<file path="config.mk">
export PLATFORM = sky130hd
export DESIGN_NAME = gms_sequencer
export DESIGN_NICKNAME = d
export VERILOG_FILES = /design/src/design/gms_pkg.sv /design/src/design/gms_sequencer.sv
export VERILOG_INCLUDE_DIRS = /design/src /design/src/design
export SDC_FILE = /design/constraint.sdc
export NUM_CORES = 1
export LEC_CHECK = 0
export BUFFER_PORTS_ARGS = -buffer_cell sky130_fd_sc_hd__buf_4
export CORE_MARGIN = 3
export CORE_UTILIZATION = 30
export CTS_BUF_LIST = sky130_fd_sc_hd__clkbuf_8
export DETAILED_ROUTE_END_ITERATION = 10
export SYNTH_ARGS = -nofsm -noshare
export SYNTH_HDL_FRONTEND = slang
export SYNTH_SLANG_ARGS = --single-unit
</file>
<file path="constraint.sdc">
create_clock -name clk_i -period 4.2 [get_ports clk_i]
set_clock_uncertainty 0.1 [all_clocks]
set_input_delay 0.42 -clock clk_i [delete_from_list [all_inputs] [get_ports clk_i]]
set_output_delay 0.42 -clock clk_i [all_outputs]
set_load 0.03 [all_outputs]
</file>
<file path="src/design/gms_cfg.svh">
// Constants of the genset mode sequencer: register offsets, fields, reset values, timer counts
//
// Notes on behaviour
// Stop/reset clears alarms whose cause has gone
// Stop/reset with engine running opens close output
// Stop/reset keeps generator at rest, no start
// Manual start runs generator off load
// Manual take-load synchronises, then closes
// Manual open ramps load off, then opens
// Digital inputs act like the buttons
// Manual on-load input synchronises then closes
// Manual close holds until stop or auto
// Auto runs on requests and timers only
// Auto starts on any multiset link request
// Auto synchronises and closes once available
// Auto request removal: return delay, ramp, open
// Auto cooling period after open, then stop
// Auto returns idle awaiting next request
// Exactly one mode; buttons override at once
`ifndef GMS_CFG_SVH
`define GMS_CFG_SVH

// ----------------------------------------------------------------
// Register offsets
// ----------------------------------------------------------------
`define GMS_REG_MODE      4'h0
`define GMS_REG_STATUS    4'h1
`define GMS_REG_IRQ_STAT  4'h2
`define GMS_REG_IRQ_MASK  4'h3
`define GMS_REG_RET_DLY   4'h4
`define GMS_REG_COOL_DLY  4'h5
`define GMS_REG_ALARM     4'h6

// ----------------------------------------------------------------
// Interrupt status bit positions
// ----------------------------------------------------------------
`define GMS_IRQ_MODE      0
`define GMS_IRQ_CLOSED    1
`define GMS_IRQ_OPENED    2
`define GMS_IRQ_STOPPED   3
`define GMS_IRQ_W         4

// ----------------------------------------------------------------
// Reset values and timers
// ----------------------------------------------------------------
`define GMS_ALARM_W       8
`define GMS_TMR_W         32
`define GMS_IRQ_MASK_RST  4'h0
`define GMS_RET_DLY_RST   32'h0000_00ff
`define GMS_COOL_DLY_RST  32'h0000_00ff

`endif

</file>
<file path="src/design/gms_pkg.sv">
// Types of the genset mode sequencer
`default_nettype none
package gms_pkg;
  typedef enum logic [1:0] {
    GMS_MODE_STOP   = 2'b00,
    GMS_MODE_MANUAL = 2'b01,
    GMS_MODE_AUTO   = 2'b10
  } gms_mode_t;

  typedef enum logic [2:0] {
    GMS_ST_IDLE     = 3'b000,
    GMS_ST_RUN_OFF  = 3'b001,
    GMS_ST_SYNC     = 3'b010,
    GMS_ST_ON_LOAD  = 3'b011,
    GMS_ST_RET_DLY  = 3'b100,
    GMS_ST_RAMP     = 3'b101,
    GMS_ST_COOL     = 3'b110
  } gms_state_t;
endpackage
`default_nettype wire

</file>
<file path="src/design/gms_sequencer.sv">
// Mode and load-transfer sequencer for a generator set controller
`include "gms_cfg.svh"
`default_nettype none
module gms_sequencer (
  input  wire logic                      clk_i,
  input  wire logic                      rst_i,
  // Front-panel buttons and digital inputs
  input  wire logic                      btn_stop_i,
  input  wire logic                      btn_manual_i,
  input  wire logic                      btn_auto_i,
  input  wire logic                      btn_start_i,
  input  wire logic                      btn_take_load_i,
  input  wire logic                      btn_open_i,
  input  wire logic                      din_take_load_i,
  input  wire logic                      din_open_i,
  input  wire logic                      din_on_load_i,
  // Remote requests and plant feedback
  input  wire logic [7:0]                multiset_link_req_i,
  input  wire logic                      gen_available_i,
  input  wire logic                      in_sync_i,
  input  wire logic                      ramp_done_i,
  input  wire logic [`GMS_ALARM_W-1:0]   alarm_cond_i,
  // Plant outputs
  output logic                           engine_run_o,
  output logic                           gen_close_o,
  output logic                           sync_req_o,
  output logic                           ramp_down_o,
  output logic [1:0]                     mode_o,
  output logic [`GMS_ALARM_W-1:0]        alarm_latch_o,
  // Register port
  input  wire logic [3:0]                reg_addr_i,
  input  wire logic [31:0]               reg_wdata_i,
  input  wire logic                      reg_wr_i,
  input  wire logic                      reg_rd_i,
  output logic [31:0]                    reg_rdata_o,
  output logic                           irq_o
);

  // ----------------------------------------------------------------
  // Input synchronisers
  // ----------------------------------------------------------------
  // Bit positions of each pin inside the packed synchroniser vector
  localparam int POS_RAMP   = 0;
  localparam int POS_SYNC   = 1;
  localparam int POS_AVAIL  = 2;
  localparam int POS_ONLOAD = 3;
  localparam int POS_DOPEN  = 4;
  localparam int POS_DTAKE  = 5;
  localparam int POS_BOPEN  = 6;
  localparam int POS_BTAKE  = 7;
  localparam int POS_START  = 8;
  localparam int POS_AUTO   = 9;
  localparam int POS_MANUAL = 10;
  localparam int POS_STOP   = 11;
  localparam int POS_LINK   = 12;
  localparam int POS_ALARM  = 20;

  // Pins come from the panel and plant, so every one passes two flops
  localparam int NPIN = POS_ALARM + `GMS_ALARM_W;
  logic [NPIN-1:0] pin_raw;
  logic [NPIN-1:0] pin_m_q;
  logic [NPIN-1:0] pin_s_q;
  logic [NPIN-1:0] pin_p_q;

  assign pin_raw = {alarm_cond_i, multiset_link_req_i, btn_stop_i, btn_manual_i, btn_auto_i,
                    btn_start_i, btn_take_load_i, btn_open_i, din_take_load_i, din_open_i,
                    din_on_load_i, gen_available_i, in_sync_i, ramp_done_i};

  always_ff @(posedge clk_i) begin
    if (rst_i) begin
      pin_m_q <= '0;
      pin_s_q <= '0;
      pin_p_q <= '0;
    end else begin
      pin_m_q <= pin_raw;
      pin_s_q <= pin_m_q;
      pin_p_q <= pin_s_q;
    end
  end

  // Rising edge of a synchronised level: one pulse per press
  // Last stage resets low, the idle level of every pin, so reset gives no false press
  function automatic logic rise(input logic now, input logic prev);
    return now & ~prev;
  endfunction

  logic [`GMS_ALARM_W-1:0] alarm_s;
  logic                    link_req;
  logic                    stop_p;
  logic                    manual_p;
  logic                    auto_p;
  logic                    start_p;
  logic                    take_p;
  logic                    open_p;
  logic                    on_load_s;
  logic                    avail_s;
  logic                    sync_s;
  logic                    ramp_s;

  assign alarm_s   = pin_s_q[POS_ALARM +: `GMS_ALARM_W];
  assign link_req  = |pin_s_q[POS_LINK +: 8];
  assign stop_p    = rise(pin_s_q[POS_STOP], pin_p_q[POS_STOP]);
  assign manual_p  = rise(pin_s_q[POS_MANUAL], pin_p_q[POS_MANUAL]);
  assign auto_p    = rise(pin_s_q[POS_AUTO], pin_p_q[POS_AUTO]);
  assign start_p   = rise(pin_s_q[POS_START], pin_p_q[POS_START]);
  // Inputs equal buttons
  assign take_p    = rise(pin_s_q[POS_BTAKE], pin_p_q[POS_BTAKE]) | rise(pin_s_q[POS_DTAKE], pin_p_q[POS_DTAKE]);
  assign open_p    = rise(pin_s_q[POS_BOPEN], pin_p_q[POS_BOPEN]) | rise(pin_s_q[POS_DOPEN], pin_p_q[POS_DOPEN]);
  assign on_load_s = pin_s_q[POS_ONLOAD];
  assign avail_s   = pin_s_q[POS_AVAIL];
  assign sync_s    = pin_s_q[POS_SYNC];
  assign ramp_s    = pin_s_q[POS_RAMP];

  // ----------------------------------------------------------------
  // Operating mode
  // ----------------------------------------------------------------
  gms_pkg::gms_mode_t mode_q;
  logic               mode_chg;

  // Button overrides mode
  always_ff @(posedge clk_i) begin
    if (rst_i) begin
      mode_q <= gms_pkg::GMS_MODE_STOP;
    end else if (stop_p) begin
      mode_q <= gms_pkg::GMS_MODE_STOP;
    end else if (manual_p) begin
      mode_q <= gms_pkg::GMS_MODE_MANUAL;
    end else if (auto_p) begin
      mode_q <= gms_pkg::GMS_MODE_AUTO;
    end
  end

  // Stop wins when several buttons rise together
  assign mode_chg = stop_p | manual_p | auto_p;

  // ----------------------------------------------------------------
  // Alarm latches
  // ----------------------------------------------------------------
  // Clear gone alarms
  always_ff @(posedge clk_i) begin
    if (rst_i) begin
      alarm_latch_o <= '0;
    end else if (stop_p) begin
      alarm_latch_o <= alarm_s;
    end else begin
      alarm_latch_o <= alarm_latch_o | alarm_s;
    end
  end

  // ----------------------------------------------------------------
  // Load sequence
  // ----------------------------------------------------------------
  gms_pkg::gms_state_t st_q;
  logic [`GMS_TMR_W-1:0] tmr_q;
  logic [`GMS_TMR_W-1:0] ret_dly_q;
  logic [`GMS_TMR_W-1:0] cool_dly_q;
  logic                  tmr_done;
  logic                  manual_st;
  logic                  auto_st;
  logic                  entering;
  logic [2:0]            st_prev_q;

  // A timed state sees a stale zero in its first cycle, so done waits for the load
  assign tmr_done  = (tmr_q == '0) && !entering;
  assign manual_st = (mode_q == gms_pkg::GMS_MODE_MANUAL) && !mode_chg;
  assign auto_st   = (mode_q == gms_pkg::GMS_MODE_AUTO) && !mode_chg;

  always_ff @(posedge clk_i) begin
    if (rst_i) begin
      st_q <= gms_pkg::GMS_ST_IDLE;
    end else if (stop_p) begin
      // Stop holds rest
      st_q <= gms_pkg::GMS_ST_IDLE;
    end else if (manual_p) begin
      // Running set stays running and an ON_LOAD set stays on load; the other load states resume off load
      st_q <= (st_q == gms_pkg::GMS_ST_ON_LOAD) ? gms_pkg::GMS_ST_ON_LOAD :
              (st_q == gms_pkg::GMS_ST_IDLE) ? gms_pkg::GMS_ST_IDLE : gms_pkg::GMS_ST_RUN_OFF;
    end else if (auto_p) begin
      // Auto takes over a running set; removal of request path then applies
      st_q <= (st_q == gms_pkg::GMS_ST_IDLE) ? gms_pkg::GMS_ST_IDLE : gms_pkg::GMS_ST_RUN_OFF;
    end else if (mode_q == gms_pkg::GMS_MODE_STOP) begin
      st_q <= gms_pkg::GMS_ST_IDLE;
    end else if (manual_st) begin
      case (st_q)
        // Manual start
        gms_pkg::GMS_ST_IDLE: begin
          if (start_p) st_q <= gms_pkg::GMS_ST_RUN_OFF;
        end
        // On-load input
        gms_pkg::GMS_ST_RUN_OFF: begin
          if ((take_p || on_load_s) && avail_s) st_q <= gms_pkg::GMS_ST_SYNC;
        end
        // Close after sync
        gms_pkg::GMS_ST_SYNC: begin
          if (open_p) st_q <= gms_pkg::GMS_ST_RUN_OFF;
          else if (sync_s) st_q <= gms_pkg::GMS_ST_ON_LOAD;
        end
        // Hold close
        gms_pkg::GMS_ST_ON_LOAD: begin
          if (open_p) st_q <= gms_pkg::GMS_ST_RAMP;
        end
        // Ramp then open
        gms_pkg::GMS_ST_RAMP: begin
          if (ramp_s) st_q <= gms_pkg::GMS_ST_RUN_OFF;
        end
        default:                 st_q <= gms_pkg::GMS_ST_RUN_OFF;
      endcase
    end else if (auto_st) begin
      // Auto ignores operator
      case (st_q)
        // Link start
        gms_pkg::GMS_ST_IDLE: begin
          if (link_req) st_q <= gms_pkg::GMS_ST_RUN_OFF;
        end
        // Sync when available
        gms_pkg::GMS_ST_RUN_OFF: begin
          if (!link_req) st_q <= gms_pkg::GMS_ST_COOL;
          else if (avail_s) st_q <= gms_pkg::GMS_ST_SYNC;
        end
        gms_pkg::GMS_ST_SYNC: begin
          if (!link_req) st_q <= gms_pkg::GMS_ST_COOL;
          else if (sync_s) st_q <= gms_pkg::GMS_ST_ON_LOAD;
        end
        // Return delay
        gms_pkg::GMS_ST_ON_LOAD: begin
          if (!link_req) st_q <= gms_pkg::GMS_ST_RET_DLY;
        end
        gms_pkg::GMS_ST_RET_DLY: begin
          if (link_req) st_q <= gms_pkg::GMS_ST_ON_LOAD;
          else if (tmr_done) st_q <= gms_pkg::GMS_ST_RAMP;
        end
        gms_pkg::GMS_ST_RAMP: begin
          if (ramp_s) st_q <= gms_pkg::GMS_ST_COOL;
        end
        // Cooling then stop
        gms_pkg::GMS_ST_COOL: begin
          if (link_req) st_q <= gms_pkg::GMS_ST_RUN_OFF;
          // Back to idle
          else if (tmr_done) st_q <= gms_pkg::GMS_ST_IDLE;
        end
        default:                 st_q <= gms_pkg::GMS_ST_IDLE;
      endcase
    end
  end

  // ----------------------------------------------------------------
  // Delay timer
  // ----------------------------------------------------------------
  // Timer loads on entry to a timed state, then counts down to zero in whatever state follows
  always_ff @(posedge clk_i) begin
    if (rst_i) begin
      st_prev_q <= 3'h0;
    end else begin
      st_prev_q <= st_q;
    end
  end
  assign entering = (st_prev_q != st_q);

  always_ff @(posedge clk_i) begin
    if (rst_i) begin
      tmr_q <= '0;
    end else if (entering && st_q == gms_pkg::GMS_ST_RET_DLY) begin
      tmr_q <= ret_dly_q;
    end else if (entering && st_q == gms_pkg::GMS_ST_COOL) begin
      tmr_q <= cool_dly_q;
    end else if (!tmr_done && !entering) begin
      tmr_q <= tmr_q - 1'b1;
    end
  end

  // ----------------------------------------------------------------
  // Plant outputs
  // ----------------------------------------------------------------
  // Outputs drop in the stop press cycle itself, one edge ahead of the mode
  logic active_mode;
  assign active_mode = (mode_q != gms_pkg::GMS_MODE_STOP) && !stop_p;

  always_ff @(posedge clk_i) begin
    if (rst_i) begin
      engine_run_o <= 1'b0;
      gen_close_o  <= 1'b0;
      sync_req_o   <= 1'b0;
      ramp_down_o  <= 1'b0;
      mode_o       <= 2'b00;
    end else begin
      // Stop opens close
      engine_run_o <= (st_q != gms_pkg::GMS_ST_IDLE) && active_mode;
      gen_close_o  <= (st_q == gms_pkg::GMS_ST_ON_LOAD || st_q == gms_pkg::GMS_ST_RET_DLY ||
                       st_q == gms_pkg::GMS_ST_RAMP) && active_mode;
      sync_req_o   <= (st_q == gms_pkg::GMS_ST_SYNC) && active_mode;
      ramp_down_o  <= (st_q == gms_pkg::GMS_ST_RAMP) && active_mode;
      mode_o       <= mode_q;
    end
  end

  // ----------------------------------------------------------------
  // Interrupt events
  // ----------------------------------------------------------------
  logic [`GMS_IRQ_W-1:0] evt;
  logic [`GMS_IRQ_W-1:0] irq_stat_q;
  logic [`GMS_IRQ_W-1:0] irq_mask_q;
  logic                  close_prev_q;
  logic                  run_prev_q;

  always_ff @(posedge clk_i) begin
    if (rst_i) begin
      close_prev_q <= 1'b0;
      run_prev_q   <= 1'b0;
    end else begin
      close_prev_q <= gen_close_o;
      run_prev_q   <= engine_run_o;
    end
  end

  assign evt[`GMS_IRQ_MODE]    = mode_chg;
  assign evt[`GMS_IRQ_CLOSED]  = rise(gen_close_o, close_prev_q);
  assign evt[`GMS_IRQ_OPENED]  = rise(close_prev_q, gen_close_o);
  assign evt[`GMS_IRQ_STOPPED] = rise(run_prev_q, engine_run_o);

  // A new event in the clearing read's cycle survives the clear
  always_ff @(posedge clk_i) begin
    if (rst_i) begin
      irq_stat_q <= '0;
    end else if (reg_rd_i && reg_addr_i == `GMS_REG_IRQ_STAT) begin
      irq_stat_q <= evt;
    end else begin
      irq_stat_q <= irq_stat_q | evt;
    end
  end

  always_ff @(posedge clk_i) begin
    if (rst_i) begin
      irq_o <= 1'b0;
    end else begin
      irq_o <= |(irq_stat_q & irq_mask_q);
    end
  end

  // ----------------------------------------------------------------
  // Register port
  // ----------------------------------------------------------------
  always_ff @(posedge clk_i) begin
    if (rst_i) begin
      irq_mask_q <= `GMS_IRQ_MASK_RST;
      ret_dly_q  <= `GMS_RET_DLY_RST;
      cool_dly_q <= `GMS_COOL_DLY_RST;
    end else if (reg_wr_i) begin
      case (reg_addr_i)
        `GMS_REG_IRQ_MASK: irq_mask_q <= reg_wdata_i[`GMS_IRQ_W-1:0];
        `GMS_REG_RET_DLY:  ret_dly_q  <= reg_wdata_i;
        `GMS_REG_COOL_DLY: cool_dly_q <= reg_wdata_i;
        default:           ;
      endcase
    end
  end

  always_ff @(posedge clk_i) begin
    if (rst_i) begin
      reg_rdata_o <= 32'h0000_0000;
    end else if (reg_rd_i) begin
      case (reg_addr_i)
        `GMS_REG_MODE:     reg_rdata_o <= {30'h0, mode_q};
        `GMS_REG_STATUS:   reg_rdata_o <= {25'h0, st_q, engine_run_o, gen_close_o, sync_req_o, ramp_down_o};
        `GMS_REG_IRQ_STAT: reg_rdata_o <= {28'h000_0000, irq_stat_q};
        `GMS_REG_IRQ_MASK: reg_rdata_o <= {28'h000_0000, irq_mask_q};
        `GMS_REG_RET_DLY:  reg_rdata_o <= ret_dly_q;
        `GMS_REG_COOL_DLY: reg_rdata_o <= cool_dly_q;
        `GMS_REG_ALARM:    reg_rdata_o <= {24'h00_0000, alarm_latch_o};
        default:           reg_rdata_o <= 32'h0000_0000;
      endcase
    end else begin
      reg_rdata_o <= 32'h0000_0000;
    end
  end

endmodule
`default_nettype wire

</file>
==> summary.md, run 1 <==
| Metric | Value |
|---|---|
| Setup_tns | 0 ns |
| PD cells | 513.7 nW/um^2 |
| Final wirelength | roughly 25 mm |
| Arr. time, crit path | approximately 3.5 ns |
| Syn avg cell area | around 8.5 sq um |
| Most frequent cells in the layout | 225 x dfxtp_1, 157 x nand2_1, 129 x buf_4, 101 x nor2_1, 98 x a21oi_1 |
| Vias per std cell | approximately 5 |
| Synthesized net count | about 1100 |
| Post-synth top area share | between 50% and 60% |
| Reg2reg start | tmr_q[5]$_SDFFE_PP0P_ |
| Die Area | ~32000 sq um |
| Post-synthesis async set-or-reset flop share | 0% |
| Endpoint, Worst Hold | pin_m_q[18]$_SDFF_PP0_ |
| Initial antenna violation count | 2 |
| DR WL/cell | approximately 16 microns |
| Clock slew at reported path FFs | around 0.060 ns |
| Worst path required time | roughly 4.5 ns |
| Top cells by area, synth | dfxtp_1 50%, nand2_1 6.6%, nor2b_1 6.0% |
| Buffer and inverter count on the worst path | 1 |
| Peak supply drop | 0.2643 mV |
| Final core utilization | around two fifths |
| Synth Register Bits | between 200 and 250 |
| CTS max path bufs | 3 |
| Gpl congestion | a little over 0.8 |
| DRC viols | 0 |
| Fill cells | 2954 |
| Post-DP HPWL | between 15 and 20 mm |
| Pleak | around 4.2 nW |
| Commonest non-fill, non-tap cell in the layout | dfxtp_1 |
| Most used DFF post-synth | dfxtp_1 |
| Worst skew pair latency | about 0.52 ns |
| Initial DRC count | slightly below 600 |
| Worst slew margin | 29.32% |
| Postcts setup bufs | 0 |
| Placement-stage cell area | 10190 sq um |
| Share of the yosys chip area belonging to registers | about half |
| Syn Inst Count | around 1100 |
| All-Layer GR Usage | roughly 16% |
| HP Start | multiset_link_req_i[6] |
| Fin nets | between 1000 and 1500 |
| Core Region | roughly 29000 sq um |
| Rows | 62 |
| Status | complete, no violations |
| PortBufs | 114 |
| MaxCap Viol Count | 0 |
| CP delay by family, top | simple AND/OR/NAND/NOR gates |
| Slew Limit Fails | 0 |
| Worst Hold Class | in2reg |
| Number of synthesized flops with an enable pin | 0 |
| Fin. Hold Viols | 0 |
| Clock sink count | between 200 and 250 |
| Number of global-route vias before repair | 7565 |
| Largest net degree at the start of global routing | 162 |
| First-pass GRT wire length | around 40 mm |
| Hold Path Depth | 2 |
| Cell count along the critical path | 7 |
| CP Cell Sequence | or4_4 -> or4_4 -> or4_4 -> and2_0 -> buf_4 -> o21ai_0 -> a21oi_1 |
| Worst Setup End Kind | register |
| Die height | 179.1 microns |
| Reg2reg setup slack | approximately 1.0 ns |
| CP Launch Type | register |
| Worst-path maximum fanout | 13 |
| Crit-path max cell delay | slightly below 0.6 ns |
| Total power | approximately 0.0057 W |
| Share of layout cells above drive strength 1 | between 10% and 20% |
| WS Path Type | reg2reg |
| H-tree level count | 2 |
| Total number of vias | 7822 |
| Synth cell types | between 50 and 60 |
| Synth area leader | dfxtp_1 |
| Max Clock Freq | between 300 and 400 MHz |
| Final ANT Viol Nets | 0 |
| Worst reg2reg path endpoint | tmr_q[24]$_SDFFE_PP0P_ |
| CTS root buf | clkbuf_8 |
| Initial Util | 30.91% |
| FF+latch area | roughly 4500 sq um |
| I/O pin total | between 100 and 150 |
| Post-cts sizing count | 0 |
| Global route overflow | 0 |
| Synth Cell Area | about 9000 sq um |
| Area Growth Syn to Fin | 23.68% |
| Most common cell on crit path | or4_4 |
| Final min period | 3.204 ns |
| Critical path's slowest cell | or4_4 |
| Synth Warn # | 0 |
| Crit share post-route | 76.28% |
| CTS tree | built |
| Die W | 179.1 microns |
| Total CTS buffers | 37 |
| Worst Max-Slew Pin Slew | about 1.1 ns |
| N_diodes | 0 |
| Worst r2r path cells | 7 |
| Final Cell Area | ~11000 sq um |
| Setup violators final | 0 |
| Multi-input gate area | roughly 4200 sq um |
| First-pass iteration count of the detailed router | 7 |
| RSZ-0062 raised after global routing | no |
## worst max-delay path by stage
stage | slack [ns] | startpoint | to
after CTS | 0.99 | tmr_q[5]$_SDFFE_PP0P_ | tmr_q[0]$_SDFFE_PP0P_
after floorplan | 1.27 | tmr_q[5]$_SDFFE_PP0P_ | st_q[0]$_SDFFE_PP0P_
after global placement | 1.04 | tmr_q[5]$_SDFFE_PP0P_ | tmr_q[0]$_SDFFE_PP0P_
after global routing | 0.83 | tmr_q[10]$_SDFFE_PP0P_ | tmr_q[28]$_SDFFE_PP0P_
after detailed placement | 1.00 | tmr_q[5]$_SDFFE_PP0P_ | tmr_q[0]$_SDFFE_PP0P_
final | 1.0 | tmr_q[5]$_SDFFE_PP0P_ | tmr_q[24]$_SDFFE_PP0P_
## metal layers
layer  global-route usage (%)  up-vias  wire length, microns
met1                    20.10     3652                 11140
met4                    4.639        4                   508
li1                         -     3903                     -
met3                    3.685       50                  1550
met2                    25.67      213                 11880
met5                        0        -                    24
## final cells by class
class                   count  share of cell area, %
flip-flops and latches    225                  40.50
multi-input cells         746                  37.60
repair buffers            148                  10.51
clock buffers              47                  5.816
well taps                 384                  4.320
clock inverters            18                 0.9225
inverters                  10                 0.3375
## synthesized netlist by cell type, drive strengths merged, types with 4 or more instances
library cell  count
a21oi            99
a211oi           24
and3              4
o31ai             6
nand2b           10
a31oi            12
nor2            101
o21ai            42
a22o              9
clkbuf           67
or4               5
a21o              4
or3               5
nor3             36
dfxtp           225
mux2i            10
nand2           157
buf               7
nand3b           20
a222oi            9
a22oi            31
nand3             9
and2              4
nor2b            86
inv              10
xnor2            10
nor4             14
## where the power goes
part	total (W)	switching, W	leakage [nW]	internal (W)
clock network	0.00192	0.000850	0.433	0.00107
logic	0.00134	0.000752	1.98	0.000592
registers	0.00245	0.000157	1.83	0.00230
## kinds of logic after synthesis
kind of cell	after synthesis	synth area share (%)
simple gates	464	25.27
buf+inv	84	3.673
compound gates	254	17.78
flops	225	50.09
xor+xnor	12	1.169
mux	14	1.739
fa+ha+maj	2	0.2782
## per-stage QoR
stage / cells / setup slack (ns) / hold WS (ns)
global route: 1578 / 0.8261 / 0.01184
floorplan: 1055 / 1.267 / 0.3130
detailed placement: 1495 / 1.001 / 0.3204
finish: 1578 / 0.9961 / 0.02023
CTS: 1578 / 0.9940 / 0.000009492
global placement: 1495 / 1.040 / 0.3158
## worst reg2reg max path: cells and delay by family, from the launching register on
family,cells,cell delay [ns]
AND/OR/NAND/NOR,4,2.13
flip-flops,1,0.35
buffers and inverters,1,0.31
AO/OA/AOI/OAI,2,0.17
## flip-flops by register name, indices dropped and copies added, names as in the netlist, 2 cells and up
register       cells
alarm_latch_o      8
pin_p_q            8
irq_stat_q         4
tmr_q             32
reg_rdata_o       32
mode_q             2
ret_dly_q         32
st_q               3
pin_m_q           28
cool_dly_q        32
pin_s_q           28
irq_mask_q         4
mode_o             2
st_prev_q          3
## repair_timing
action	CTS	global route
endpoints found under the setup margin	0	0
hold buffers	18	0
endpoints found under the hold margin	18	0
No activity file was read; power rests on OpenSTA's default activity.
==> run 2, diff against run 1 <==
- clock period: 4.2 -> 3 ns (I/O delays scaled with it)
==> run 2 against run 1 <==
  * Via count grew 1.5%
  * First-iteration DRC count shrank 7.9%
  * Non-clock buffer count grew 57
  * Design area grew 5.1%
  * Combinational power grew 57%
  * Critical endpoint is now st_q[0]$_SDFFE_PP0P_
  * Largest cell class unchanged
==> summary.md, run 2 (synthesis gave the netlist of run 1 again) <==
| Metric | Value |
|---|---|
| Status | complete, no violations |
| Fin nets | 1295 (+4.6%) |
| GRT met3 Usage | 3.537% (-0.15 points) |
| Setup slack at placement | 0.07585 ns (-0.9249 ns) |
| All-Layer GR Usage | 15.29% (-0.22 points) |
| Worst slew margin | 46.81% (+17 points) |
| Multi-input gate area | 4180 sq um (about the same) |
| H-tree level count | 2 (unchanged) |
| Die height | 179.1 microns (unchanged) |
| PortBufs | 114 (unchanged) |
| Worst Slack Setup Final | 0.09905 ns (-0.8971 ns) |
| DRC viols | 0 (unchanged) |
| Initial DRC count | 535 (-7.9%) |
| Initial Util | 30.91% (unchanged) |
| CP Launch Type | register |
| Top Usage Layer GRT | met2 |
| Met2 Track Usage GR | 24.33% (-1.3 points) |
| Final wirelength | 25.02 mm (-0.35%) |
| Post-Place Cells | 1510 (+1.0%) |
| Pleak | 4.493 nW (+5.9%) |
| CTS root buf | clkbuf_8 |
| Fin. Hold Viols | 0 (unchanged) |
| Total power | 0.008315 W (+46%) |
| Setup violators final | 0 (unchanged) |
| Hold Path Depth | 2 (unchanged) |
| Area Growth Syn to Fin | 30.04% |
| Hold slack | 0.03655 ns (+0.01632 ns) |
| Final min period | 2.901 ns (-0.3029 ns) |
| Worst r2r path cells | 6 (-1) |
| PD cells | 711.1 nW/um^2 (+38%) |
| DR WL/cell | 15.32 microns (-3.7%) |
| Arr. time, crit path | 3.24 ns (-0.23 ns) |
| Slew Limit Fails | 0 (unchanged) |
| First-pass GRT wire length | 39.79 mm (-0.52%) |
| Crit-path max cell delay | 0.58 ns (about the same) |
| Non-Filler Instances | 1633 (+3.5%) |
| Crit share post-route | 96.70% (+20 points) |
| Final ANT Viol Nets | 0 (unchanged) |
| CP Cell Sequence | or4_4 -> or4_4 -> or4_4 -> and3_4 -> a211oi_4 -> mux2i_1 |
| I/O pin total | 115 (unchanged) |
| Die Area | 32090 sq um (unchanged) |
| Peak supply drop | 0.2975 mV (+13%) |
| CTS max path bufs | 3 (unchanged) |
| Share of layout cells above drive strength 1 | 17.23% (+0.23 points) |
| Clock slew at reported path FFs | 0.06 ns (about the same) |
| Most frequent cells in the layout | 225 x dfxtp_1, 157 x nand2_1, 143 x buf_4, 101 x nor2_1, 99 x a21oi_1 |
| Worst skew pair latency | 0.53 ns (about the same) |
| Core Region | 29090 sq um (unchanged) |
| First-pass iteration count of the detailed router | 7 (unchanged) |
| Global route overflow | 0 (unchanged) |
| Clock sink count | 225 (unchanged) |
| Fill cells | 2913 (-1.4%) |
| Die W | 179.1 microns (unchanged) |
| Worst Hold Class | in2reg |
| MaxCap Viol Count | 0 (unchanged) |
| FF+latch area | 4504 sq um (unchanged) |
| RSZ-0062 raised after global routing | no |
| Number of global-route vias before repair | 7606 (+0.54%) |
| Rows | 62 (unchanged) |
| Setup_tns | 0 ns (unchanged) |
| Endpoint, Worst Hold | reg_rdata_o[3]$_SDFF_PP0_ |
| Total number of vias | 7940 (+1.5%) |
| CP delay by family, top | simple AND/OR/NAND/NOR gates |
| Buffer and inverter count on the worst path | 0 (-1) |
| Largest net degree at the start of global routing | 190 (+17%) |
| WS Path Type | reg2reg |
| Worst reg2reg path endpoint | st_q[0]$_SDFFE_PP0P_ |
| Worst path required time | 3.34 ns (-1.12 ns) |
| Reg2reg start | tmr_q[6]$_SDFFE_PP0P_ |
| Critical path's slowest cell | or4_4 |
| Vias per std cell | 4.862 (-1.9%) |
| CTS tree | built |
| Most common cell on crit path | or4_4 |
| Worst Max-Slew Pin Slew | 0.7979 ns (-0.2622 ns) |
| Post-DP HPWL | 16.68 mm (-0.84%) |
| Worst Setup End Kind | register |
| Initial antenna violation count | 1 (-1) |
| Worst-path maximum fanout | 6 (-7) |
| Max Clock Freq | 344.7 MHz (+10%) |
| HP Start | reg_addr_i[1] |
| Commonest non-fill, non-tap cell in the layout | dfxtp_1 |
| Met1 Track Usage GR | 20.49% (+0.39 points) |
| Total CTS buffers | 37 (unchanged) |
| Gpl congestion | 0.8650 (+4.0%) |
| Reg2reg setup slack | 0.1 ns (-0.90 ns) |
-- run 2: changes by cell type in the layout (fill, tap and decap cells not counted), moves of 2 or more --
cell           delta
buf_4            +14
clkinv_2          -6
dlygate4sd3_1    +42
inv_1             -2
clkbuf_8          +4
-- run 2: how the worst max path moves through the flow --
stage,startpoint,to,slack (ns),depth (start not counted)
CTS,tmr_q[6]$_SDFFE_PP0P_,st_q[0]$_SDFFE_PP0P_,0.06,6
finish,tmr_q[6]$_SDFFE_PP0P_,st_q[0]$_SDFFE_PP0P_,0.1,6
global route,tmr_q[6]$_SDFFE_PP0P_,st_q[0]$_SDFFE_PP0P_,0.02,6
global placement,tmr_q[6]$_SDFFE_PP0P_,st_q[1]$_SDFFE_PP0P_,0.14,6
floorplan,tmr_q[5]$_SDFFE_PP0P_,st_q[0]$_SDFFE_PP0P_,0.07,7
detailed placement,tmr_q[6]$_SDFFE_PP0P_,st_q[0]$_SDFFE_PP0P_,0.08,6
-- run 2: power by group --
group	internal, W	leakage (nW)	switching [W]
Sequential	0.00321	1.83	0.000223
Combinational	0.000985	2.23	0.00112
Clock	0.00158	0.427	0.00119
-- run 2: metrics by stage --
stage / instance area [sq um] / utilization [%]
4_1_cts: 11680 / 40.16
5_1_grt: 11690 / 40.20
3_5_place_dp: 10310 / 35.44
2_1_floorplan: 8992 / -
3_3_place_gp: 10310 / 35.44
6_report: 11690 / 40.20
-- run 2: routing by layer --
metal  share of wire (%)  vias up  wire length, microns
li1                    -     4022                     -
met4                 2.3        0                   565
met2                  46      193                 11500
met3                 5.3       46                  1316
met1                  47     3679                 11640
met5                   0        -                     0
-- run 2: timing repair --
action	in CTS	in global routing
gates resized for setup	0	1
hold buffers	60	0
setup buffers	0	0
endpoints found under the setup margin	0	3
hold endpoints to repair	96	0
-- run 2: cell type report --
cell class	instances	share of cell area, %
Timing Repair Buffer	205	14.66
Tap cell	384	4.109
Clock inverter	11	0.6206
Inverter	10	0.3210
Sequential cell	225	38.52
Antenna cell	1	0.02140
Clock buffer	51	6.003
Multi-Input combinational cell	746	35.75
